`src/pkg/ebs_pkg.sv`:
```
// Shared constants of the external bus strobe and pointer select block.
// Assumes one 250 MHz clock where one clock period is one oscillator period.
package ebs_pkg;

	// ------------------------------------------------------------
	// Register addresses in the special function register space.
	// ------------------------------------------------------------
	localparam logic [7:0] PTR_SEL_ADDR = 8'h92;
	localparam logic [7:0] SYS_CTRL_ADDR = 8'hb1;
	localparam logic [7:0] PTR_LOW_ADDR = 8'h82;
	localparam logic [7:0] PTR_HIGH_ADDR = 8'h83;

	// ------------------------------------------------------------
	// Field layout and reset values.
	// ------------------------------------------------------------
	localparam int PTR_SEL_W = 3;
	localparam int PTR_NUM = 8;
	localparam int PTR_W = 16;
	localparam int ALE_GATE_BIT = 5;
	localparam logic [7:0] SYS_CTRL_RST = 8'h21;
	localparam logic [7:0] SYS_CTRL_WMASK = 8'h73;
	localparam logic [2:0] PTR_SEL_RST = 3'h0;

	// ------------------------------------------------------------
	// Cycle timing in oscillator periods.
	// ------------------------------------------------------------
	localparam int OSC_NS = 4;
	localparam int FETCH_PERIODS = 3;
	localparam int DATA_PERIODS = 6;
	localparam logic [2:0] FETCH_LAST = 3'(FETCH_PERIODS - 1);
	localparam logic [2:0] DATA_LAST = 3'(DATA_PERIODS - 1);
	localparam logic [2:0] STROBE_FIRST = 3'h2;
	localparam logic [2:0] DATA_SAMPLE = 3'h4;
	localparam logic [7:0] P0_LATCH_ALL_ONES = 8'hff;

	// Bus sequencer states.
	typedef enum logic [1:0] {
		S_IDLE,
		S_FETCH,
		S_DATA
	} ebs_state_e;

endpackage

```
`src/verilog/ebs_bus_ctrl.sv`:
```
// External memory bus strobes, port 2 address routing and eight selectable data pointers.
// Assumes the CPU core shares the clock; the access select pin is asynchronous.
`timescale 1ns/1ps

module ebs_bus_ctrl (
	input wire logic sys_clk_i,
	input wire logic resetn_i,
	input wire logic ext_fetch_select_n_i,
	input wire logic [7:0] sfr_addr_i,
	input wire logic sfr_wr_i,
	input wire logic [7:0] sfr_wdata_i,
	output logic [7:0] sfr_rdata_o,
	input wire logic ptr_load_i,
	input wire logic [15:0] ptr_load_val_i,
	input wire logic ptr_inc_i,
	output logic [15:0] active_pointer_o,
	input wire logic [15:0] pc_i,
	input wire logic [7:0] p2_reg_i,
	input wire logic mv_req_i,
	input wire logic mv_write_i,
	input wire logic mv_use_ptr_i,
	input wire logic [7:0] mv_ri_addr_i,
	input wire logic [7:0] mv_wdata_i,
	output logic mv_done_o,
	output logic [7:0] mv_rdata_o,
	output logic fetch_valid_o,
	output logic [7:0] fetch_data_o,
	output logic addr_latch_o,
	output logic program_fetch_strobe_n_o,
	output logic rd_n_o,
	output logic wr_n_o,
	input wire logic [7:0] p0_i,
	output logic [7:0] p0_o,
	output logic p0_oe_n_o,
	output logic [7:0] p2_o,
	output logic p2_addr_mode_o,
	output logic p0_latch_set_o
);

	// ------------------------------------------------------------
	// Access select pin synchroniser.
	// ------------------------------------------------------------
	logic xfs_s1_q, xfs_s2_q, xfs_s3_q, xfs_n_q;
	logic ext_exec;

	// A change is taken once the second and third stage agree.
	always_ff @(posedge sys_clk_i or negedge resetn_i) begin
		if (!resetn_i) begin
			xfs_s1_q <= 1'b1;
			xfs_s2_q <= 1'b1;
			xfs_s3_q <= 1'b1;
			xfs_n_q <= 1'b1;
		end else begin
			xfs_s1_q <= ext_fetch_select_n_i;
			xfs_s2_q <= xfs_s1_q;
			xfs_s3_q <= xfs_s2_q;
			if (xfs_s2_q == xfs_s3_q) begin
				xfs_n_q <= xfs_s3_q;
			end
		end
	end

	assign ext_exec = !xfs_n_q;

	// ------------------------------------------------------------
	// Special function registers and the pointer store.
	// ------------------------------------------------------------
	logic [2:0] sel_q, sel_d;
	logic [7:0] sys_ctrl_q;
	logic wr_sel, wr_sys, wr_lo, wr_hi, ale_en;
	logic [15:0] ptr_q, ptr_wdata;
	logic [7:0] rdata_d;

	// Register decode from the core's write strobe.
	assign wr_sel = sfr_wr_i && (sfr_addr_i == ebs_pkg::PTR_SEL_ADDR);
	assign wr_sys = sfr_wr_i && (sfr_addr_i == ebs_pkg::SYS_CTRL_ADDR);
	assign wr_lo = ptr_load_i || ptr_inc_i || (sfr_wr_i && sfr_addr_i == ebs_pkg::PTR_LOW_ADDR);
	assign wr_hi = ptr_load_i || ptr_inc_i || (sfr_wr_i && sfr_addr_i == ebs_pkg::PTR_HIGH_ADDR);
	assign ptr_wdata = ptr_load_i ? ptr_load_val_i :
		ptr_inc_i ? 16'(ptr_q + 16'h0001) : {sfr_wdata_i, sfr_wdata_i};
	assign sel_d = wr_sel ? sfr_wdata_i[2:0] : sel_q;
	assign ale_en = ext_exec || sys_ctrl_q[ebs_pkg::ALE_GATE_BIT];

	// Select and control registers; only the low three select bits are kept.
	always_ff @(posedge sys_clk_i or negedge resetn_i) begin
		if (!resetn_i) begin
			sel_q <= ebs_pkg::PTR_SEL_RST;
			sys_ctrl_q <= ebs_pkg::SYS_CTRL_RST;
		end else begin
			sel_q <= sel_d;
			if (wr_sys) begin
				sys_ctrl_q <= sfr_wdata_i & ebs_pkg::SYS_CTRL_WMASK;
			end
		end
	end

	// The read port follows the next selection so the new pointer serves the next instruction.
	ebs_ptr_mem ebs_ptr_mem_inst (
		.sys_clk_i(sys_clk_i),
		.resetn_i(resetn_i),
		.waddr_i(sel_q),
		.we_hi_i(wr_hi),
		.we_lo_i(wr_lo),
		.wdata_i(ptr_wdata),
		.raddr_i(sel_d),
		.rdata_o(ptr_q)
	);

	assign active_pointer_o = ptr_q;

	// Register read mux; unmapped addresses read zero.
	always_comb begin
		if (sfr_addr_i == ebs_pkg::PTR_SEL_ADDR) begin
			rdata_d = {5'h00, sel_q};
		end else if (sfr_addr_i == ebs_pkg::SYS_CTRL_ADDR) begin
			rdata_d = sys_ctrl_q;
		end else if (sfr_addr_i == ebs_pkg::PTR_LOW_ADDR) begin
			rdata_d = ptr_q[7:0];
		end else if (sfr_addr_i == ebs_pkg::PTR_HIGH_ADDR) begin
			rdata_d = ptr_q[15:8];
		end else begin
			rdata_d = 8'h00;
		end
	end

	// ------------------------------------------------------------
	// Bus sequencer.
	// ------------------------------------------------------------
	ebs_pkg::ebs_state_e st_q, st_d;
	logic [2:0] ph_q, ph_d;
	logic pend_q, mv_wr_q, boundary, take_mv, take_fetch;
	logic [15:0] mv_addr_q, fa_q, fa_d;
	logic [7:0] mv_wdata_q;

	// A move may start only at the end of a fetch or data cycle, or from idle.
	assign boundary = (st_q == ebs_pkg::S_IDLE) ||
		(st_q == ebs_pkg::S_FETCH && ph_q == ebs_pkg::FETCH_LAST) ||
		(st_q == ebs_pkg::S_DATA && ph_q == ebs_pkg::DATA_LAST);
	assign take_mv = boundary && (pend_q || mv_req_i);
	assign take_fetch = boundary && !take_mv && ale_en;
	assign fa_d = take_fetch ? pc_i : fa_q;

	// Next state: fetch cycles run back to back, two per six periods.
	always_comb begin
		st_d = st_q;
		ph_d = 3'(ph_q + 3'h1);
		if (take_mv) begin
			st_d = ebs_pkg::S_DATA;
			ph_d = 3'h0;
		end else if (take_fetch) begin
			st_d = ebs_pkg::S_FETCH;
			ph_d = 3'h0;
		end else if (boundary) begin
			st_d = ebs_pkg::S_IDLE;
			ph_d = 3'h0;
		end
	end

	// Request capture; a request seen at a boundary is taken at once and does not set the pending flag.
	always_ff @(posedge sys_clk_i or negedge resetn_i) begin
		if (!resetn_i) begin
			st_q <= ebs_pkg::S_IDLE;
			ph_q <= 3'h0;
			pend_q <= 1'b0;
			mv_wr_q <= 1'b0;
			mv_addr_q <= 16'h0000;
			mv_wdata_q <= 8'h00;
			fa_q <= 16'h0000;
		end else begin
			st_q <= st_d;
			ph_q <= ph_d;
			fa_q <= fa_d;
			pend_q <= (pend_q && !take_mv) || (mv_req_i && !boundary);
			if (mv_req_i) begin
				mv_wr_q <= mv_write_i;
				mv_addr_q <= mv_use_ptr_i ? ptr_q : {p2_reg_i, mv_ri_addr_i};
				mv_wdata_q <= mv_wdata_i;
			end
		end
	end

	// ------------------------------------------------------------
	// Registered pin drivers, computed from the next state.
	// ------------------------------------------------------------
	logic ext_fetch_d, data_d, strobe_win, drive_addr, drive_data;
	logic [15:0] mv_addr_d;

	assign mv_addr_d = mv_req_i ? (mv_use_ptr_i ? ptr_q : {p2_reg_i, mv_ri_addr_i}) : mv_addr_q;
	assign ext_fetch_d = (st_d == ebs_pkg::S_FETCH) && ext_exec;
	assign data_d = (st_d == ebs_pkg::S_DATA);
	assign strobe_win = data_d && ph_d >= ebs_pkg::STROBE_FIRST && ph_d < ebs_pkg::DATA_LAST;
	assign drive_addr = (ext_fetch_d || data_d) && ph_d == 3'h0;
	assign drive_data = data_d && (mv_req_i ? mv_write_i : mv_wr_q) && ph_d != 3'h0;

	// Strobes and port drive follow the sequencer phase.
	always_ff @(posedge sys_clk_i or negedge resetn_i) begin
		if (!resetn_i) begin
			addr_latch_o <= 1'b0;
			program_fetch_strobe_n_o <= 1'b1;
			rd_n_o <= 1'b1;
			wr_n_o <= 1'b1;
			p0_o <= 8'h00;
			p0_oe_n_o <= 1'b1;
			p2_o <= 8'h00;
			p2_addr_mode_o <= 1'b0;
			p0_latch_set_o <= 1'b0;
		end else begin
			addr_latch_o <= (st_d != ebs_pkg::S_IDLE) && ph_d == 3'h0;
			program_fetch_strobe_n_o <= !(ext_fetch_d && ph_d != 3'h0);
			rd_n_o <= !(strobe_win && !(mv_req_i ? mv_write_i : mv_wr_q));
			wr_n_o <= !(strobe_win && (mv_req_i ? mv_write_i : mv_wr_q));
			p0_o <= drive_addr ? (data_d ? mv_addr_d[7:0] : fa_d[7:0]) :
				(mv_req_i ? mv_wdata_i : mv_wdata_q);
			p0_oe_n_o <= !(drive_addr || drive_data);
			p2_o <= ext_fetch_d ? fa_d[15:8] : data_d ? mv_addr_d[15:8] : p2_reg_i;
			p2_addr_mode_o <= ext_exec;
			p0_latch_set_o <= drive_addr;
		end
	end

	// Read data capture while the strobe is still active on the pins.
	always_ff @(posedge sys_clk_i or negedge resetn_i) begin
		if (!resetn_i) begin
			sfr_rdata_o <= 8'h00;
			fetch_data_o <= 8'h00;
			fetch_valid_o <= 1'b0;
			mv_rdata_o <= 8'h00;
			mv_done_o <= 1'b0;
		end else begin
			sfr_rdata_o <= rdata_d;
			fetch_valid_o <= !program_fetch_strobe_n_o && ph_q == ebs_pkg::FETCH_LAST;
			if (!program_fetch_strobe_n_o && ph_q == ebs_pkg::FETCH_LAST) begin
				fetch_data_o <= p0_i;
			end
			if (st_q == ebs_pkg::S_DATA && !mv_wr_q && ph_q == ebs_pkg::DATA_SAMPLE) begin
				mv_rdata_o <= p0_i;
			end
			mv_done_o <= st_q == ebs_pkg::S_DATA && ph_q == ebs_pkg::DATA_LAST;
		end
	end
endmodule // ebs_bus_ctrl

```
`src/verilog/ebs_ptr_mem.sv`:
```
// Eight-entry store of 16-bit data pointers with a registered read port.
// Assumes writer and reader share the clock; a write to the read index is forwarded.
`timescale 1ns/1ps

module ebs_ptr_mem (
	input wire logic sys_clk_i,
	input wire logic resetn_i,
	input wire logic [2:0] waddr_i,
	input wire logic we_hi_i,
	input wire logic we_lo_i,
	input wire logic [15:0] wdata_i,
	input wire logic [2:0] raddr_i,
	output logic [15:0] rdata_o
);

	logic [15:0] mem_q [0:7];
	logic [15:0] merged;

	// Merge the byte lanes being written into the addressed word.
	assign merged = {we_hi_i ? wdata_i[15:8] : mem_q[waddr_i][15:8],
		we_lo_i ? wdata_i[7:0] : mem_q[waddr_i][7:0]};

	// Only the addressed entry changes; the other seven keep their value.
	always_ff @(posedge sys_clk_i or negedge resetn_i) begin
		if (!resetn_i) begin
			for (int i = 0; i < 8; i++) begin
				mem_q[i] <= 16'h0000;
			end
		end else if (we_hi_i || we_lo_i) begin
			mem_q[waddr_i] <= merged;
		end
	end

	// Read data is registered; a same-cycle write to the read index is passed through.
	always_ff @(posedge sys_clk_i or negedge resetn_i) begin
		if (!resetn_i) begin
			rdata_o <= 16'h0000;
		end else if ((we_hi_i || we_lo_i) && (waddr_i == raddr_i)) begin
			rdata_o <= merged;
		end else begin
			rdata_o <= mem_q[raddr_i];
		end
	end

endmodule // ebs_ptr_mem

```
`config.mk`:
```
export PLATFORM = sky130hd
export DESIGN_NAME = ebs_bus_ctrl
export DESIGN_NICKNAME = d
export VERILOG_FILES = /design/src/pkg/ebs_pkg.sv /design/src/verilog/ebs_bus_ctrl.sv /design/src/verilog/ebs_ptr_mem.sv
export SDC_FILE = /design/constraint.sdc
export NUM_CORES = 1
export LEC_CHECK = 0
export ABC_AREA = 1
export BUFFER_PORTS_ARGS = -buffer_cell sky130_fd_sc_hd__buf_2
export CAP_MARGIN = 40
export CORE_MARGIN = 2
export CORE_UTILIZATION = 23
export DETAILED_ROUTE_END_ITERATION = 16
export GPL_TIMING_DRIVEN = 0
export MAX_ROUTING_LAYER = met4
export PLACE_DENSITY_LB_ADDON = 0.3
export SLEW_MARGIN = 15
export SYNTH_ARGS = -nofsm -noshare
export SYNTH_HDL_FRONTEND = slang
export SYNTH_SLANG_ARGS = --single-unit
export TNS_END_PERCENT = 20
```
`constraint.sdc`:
```
create_clock -name sys_clk_i -period 3.74 [get_ports sys_clk_i]
set_input_delay 0.374 -clock sys_clk_i [delete_from_list [all_inputs] [get_ports sys_clk_i]]
set_output_delay 0.374 -clock sys_clk_i [all_outputs]
set_load 0.005 [all_outputs]
```
==> flow_metrics.py <==
metrics = {
    "synth": {
        "synth_top_area_cell": "dfrtp_1",
        "synth-edff-count": 0,
        "synth_seq_cells": 252,
        "synthTopCellsByArea": "dfrtp_1 47%, nand2_1 15%, nand3_1 6.8%",
        "synth_cell_types": 46,
        "synthTopCellsByCount": "512 x nand2_1, 242 x dfrtp_1, 199 x inv_1, 177 x nand3_1, 137 x o21ai_0",
        "yosysMostFrequentCell": "nand2_1",
        "syn_nets": 1788,
        "yosysWarningCount": 0,
        "ys.flop_type": "dfrtp_1",
        "synth_cells": 1694,
        "synth.top_cell.area_share_pct": 46.53,
        "netlist_area_um2": 13020,
        "syn_area_per_cell_um2": 7.684,
        "ys_async_sr_fraction_pct": 100.0,
        "ys_seq_area_share_pct": 48.54,
    },
    "floorplan": {
        "die_area_um2": 58510,
        "die_w_um": 241.9,
        "core_area_um2": 56170,
        "die_h_um": 241.9,
        "pin_count": 154,
        "rows": 87,
        "initial_core_util_pct": 23.17,
    },
    "global_route": {
        "grt_pass1_wl_mm": 78.43,
        "grt_pass1_vias": 12248,
        "grt_max_degree": 79,
        "grt.overflow.total": 0,
        "antenna_found_initial": 1,
        "grt_usage_pct": 17.82,
    },
    "pwr": {
        "p_int_mw": 5.541,
        "power.switching_mw": 2.524,
        "power_frac_seq_pct": 41.0,
        "p_leak_nw": 7.748,
        "power_density_nw_per_um2": 506.7,
        "comb_power_share_pct": 18.8,
        "clockPowerShare_pct": 40.3,
        "vdd_drop_max_v": 0.0003616,
        "p_sw_share_pct": 31.30,
    },
    "detailed_routing": {
        "drt_first_pass_iters": 6,
        "drt_iter0_drc": 982,
        "wl_mm": 51.63,
        "ant_nets": 0,
        "drt-vias-per-instance": 4.706,
        "route.detailed.drc": 0,
        "via_count": 12527,
        "routedWlPerCell_um": 19.40,
    },
    "sta": {
        "max_freq_mhz": 359.4,
        "clock_skew_ps": 28.74,
        "finalCritPeriodShare_pct": 74.39,
        "whs_ps": 30.20,
        "rsz0062_at_grt": "no",
        "min_period_ps": 2782,
        "finalMaxSlewViolations": 0,
        "worstMarginPinSlew_ps": 767.5,
        "slew_headroom_pct": 48.84,
        "setup_viol": 0,
        "hold_viol_final": 0,
    },
    "clock_network": {
        "clock_latency_ps": 590,
        "clockRootBuffer": "clkbuf_16",
        "cts_buffers": 30,
        "path_clk_slew_ps": 60,
        "clkSinkCount": 252,
        "htree_levels": 1,
        "postCtsSetupRepairBufs": 0,
        "cts_tree": "yes",
        "ctsLongestPathBuffers": 3,
    },
    "setup_path": {
        "end_kind": "register",
        "required_ps": 4210,
        "crit_fanout": 10,
        "worstSetupPathType": "register to register",
        "cp.arrival_ps": 3250,
        "start_kind": "register",
    },
    "final_layout": {
        "nFillCells": 6179,
        "multi_input_area_um2": 5493,
        "areaGrowthSynthToFinish_pct": 22.27,
        "register_area_um2": 6319,
        "drive_gt1_share_pct": 17.80,
        "nNetsFinal": 1975,
        "stdcell_area_um2": 15920,
    },
    "placement": {
        "port_buffers": 149,
        "place_hpwl_mm": 39.51,
        "placed_cell_area_um2": 14810,
        "gp_congestion": 0.9308,
    },
    "worst_hold_path": {
        "hp-class": "input pin to register",
    },
    "job": {
        "maxCapViolations": 0,
    },
    "outcome": {
        "status": "finished, final reports clean",
    },
}
## power by group through the flow
| stage | logic (mW) | clock network, mW | registers (mW) |
|---|---|---|---|
| 6_report | 1.52 | 3.25 | 3.30 |
| 5_1_grt | 1.70 | 3.41 | 3.35 |
| 4_1_cts | 1.51 | 3.30 | 3.30 |
| 3_5_place_dp | 1.50 | 0 | 3.35 |
| 3_3_place_gp | 1.47 | 0 | 3.35 |
| 2_1_floorplan | 0.937 | 0 | 3.29 |
## kinds of logic (layout without fill, tap and decap cells)
| group | after synthesis | count (layout) | share of synthesized area [%] |
|---|---|---|---|
| multiplexers | 13 | 13 | 1.153 |
| flip-flops | 252 | 252 | 48.54 |
| AND/OR/NAND/NOR | 819 | 819 | 26.92 |
| other | 0 | 1 | 0 |
| AO/OA/AOI/OAI | 316 | 316 | 13.57 |
| buffers and inverters | 288 | 499 | 9.257 |
| adder cells (fa/ha/maj) | 6 | 6 | 0.5575 |
## path summary, 6_finish.rpt
path / end / start / cells after the start / slack, ps
worst min register to register: xfs_s2_q$_DFF_PN1_ / xfs_s1_q$_DFF_PN1_ / 0 / 350
max in group asynchronous: ebs_ptr_mem_inst.mem_q[90]$_DFFE_PN0P_ / resetn_i / 5 / 2030
worst min-delay path: fa_q[12]$_DFF_PN0_ / pc_i[12] / 2 / 30
min in group asynchronous: ph_q[2]$_DFF_PN0_ / resetn_i / 2 / 270
worst max register to register: ebs_ptr_mem_inst.mem_q[97]$_DFFE_PN0P_ / sel_q[1]$_DFF_PN0_ / 11 / 960
worst max-delay path: ebs_ptr_mem_inst.mem_q[97]$_DFFE_PN0P_ / sel_q[1]$_DFF_PN0_ / 11 / 960
## critical path, cell delays in order, from the launching register on
cell and delay, ps:
dfrtp_1 320, buf_4 160, clkinv_1 340, nand3_1 460, buf_4 300, o22ai_1 100
nor2_1 350, nand3_1 150, nand2_1 90, nand2_2 180, nand2_1 100, o21ai_0 90
## metrics by stage
| stage | TNS (ps) | std cells | setup WS, ps | utilization, % | total power [mW] |
|---|---|---|---|---|---|
| floorplan | 0 | 1694 | 1802 | - | 4.225 |
| global placement | -603390 | 2599 | -2493 | 26.19 | 4.816 |
| detailed placement | 0 | 2603 | 1052 | 26.36 | 4.846 |
| CTS | 0 | 2661 | 1041 | 28.33 | 8.116 |
| global route | 0 | 2662 | 888.3 | 28.33 | 8.455 |
| finish | 0 | 2662 | 957.7 | 28.33 | 8.065 |
## layout make-up
cell class	instances	area share, %
multi-input combinational	1154	34.51
buffer	76	2.555
clock inverter	19	1.564
clock buffer	37	5.267
timing repair buffer	155	5.425
tap	756	5.943
sequential	252	39.70
antenna	1	0.01572
inverter	212	5.016
## state kept, by name, summed over array words and instances (netlist names), 2 cells and up
| signal | count |
|---|---|
| p0_o | 8 |
| sys_ctrl_q | 5 |
| fetch_data_o | 8 |
| ph_q | 3 |
| p2_o | 8 |
| mv_addr_q | 16 |
| sel_q | 3 |
| fa_q | 16 |
| mv_rdata_o | 8 |
| st_q | 2 |
| ebs_ptr_mem_inst.mem_q | 128 |
| mv_wdata_q | 8 |
| sfr_rdata_o | 8 |
| ebs_ptr_mem_inst.rdata_o | 16 |
## what timing repair did
item                                   CTS  global route
hold buffers                             2             0
resized for setup                        0             0
endpoints found under the hold margin   33             0
## metal layers
| layer | vias up | routed length [um] | GRT usage (%) |
|---|---|---|---|
| met3 | 102 | 3382 | 2.769 |
| met5 | - | 0 | - |
| met1 | 6042 | 22190 | 22.58 |
| met4 | 0 | 1625 | 5.628 |
| met2 | 507 | 24430 | 29.18 |
| li1 | 5876 | - | - |
## placed cells by master (no fill, tap or decap), types with 25 or more instances in the layout
cell type	synthesis	routed
dfrtp_1	242	242
nor2_1	77	77
buf_2	34	183
o21ai_0	137	137
o21ai_1	79	79
clkbuf_1	23	25
clkbuf_16	0	31
o22ai_1	38	38
a21oi_1	29	29
nand3_1	177	177
inv_1	199	199
nand2_1	512	512
(Power assumes the default switching activity.)
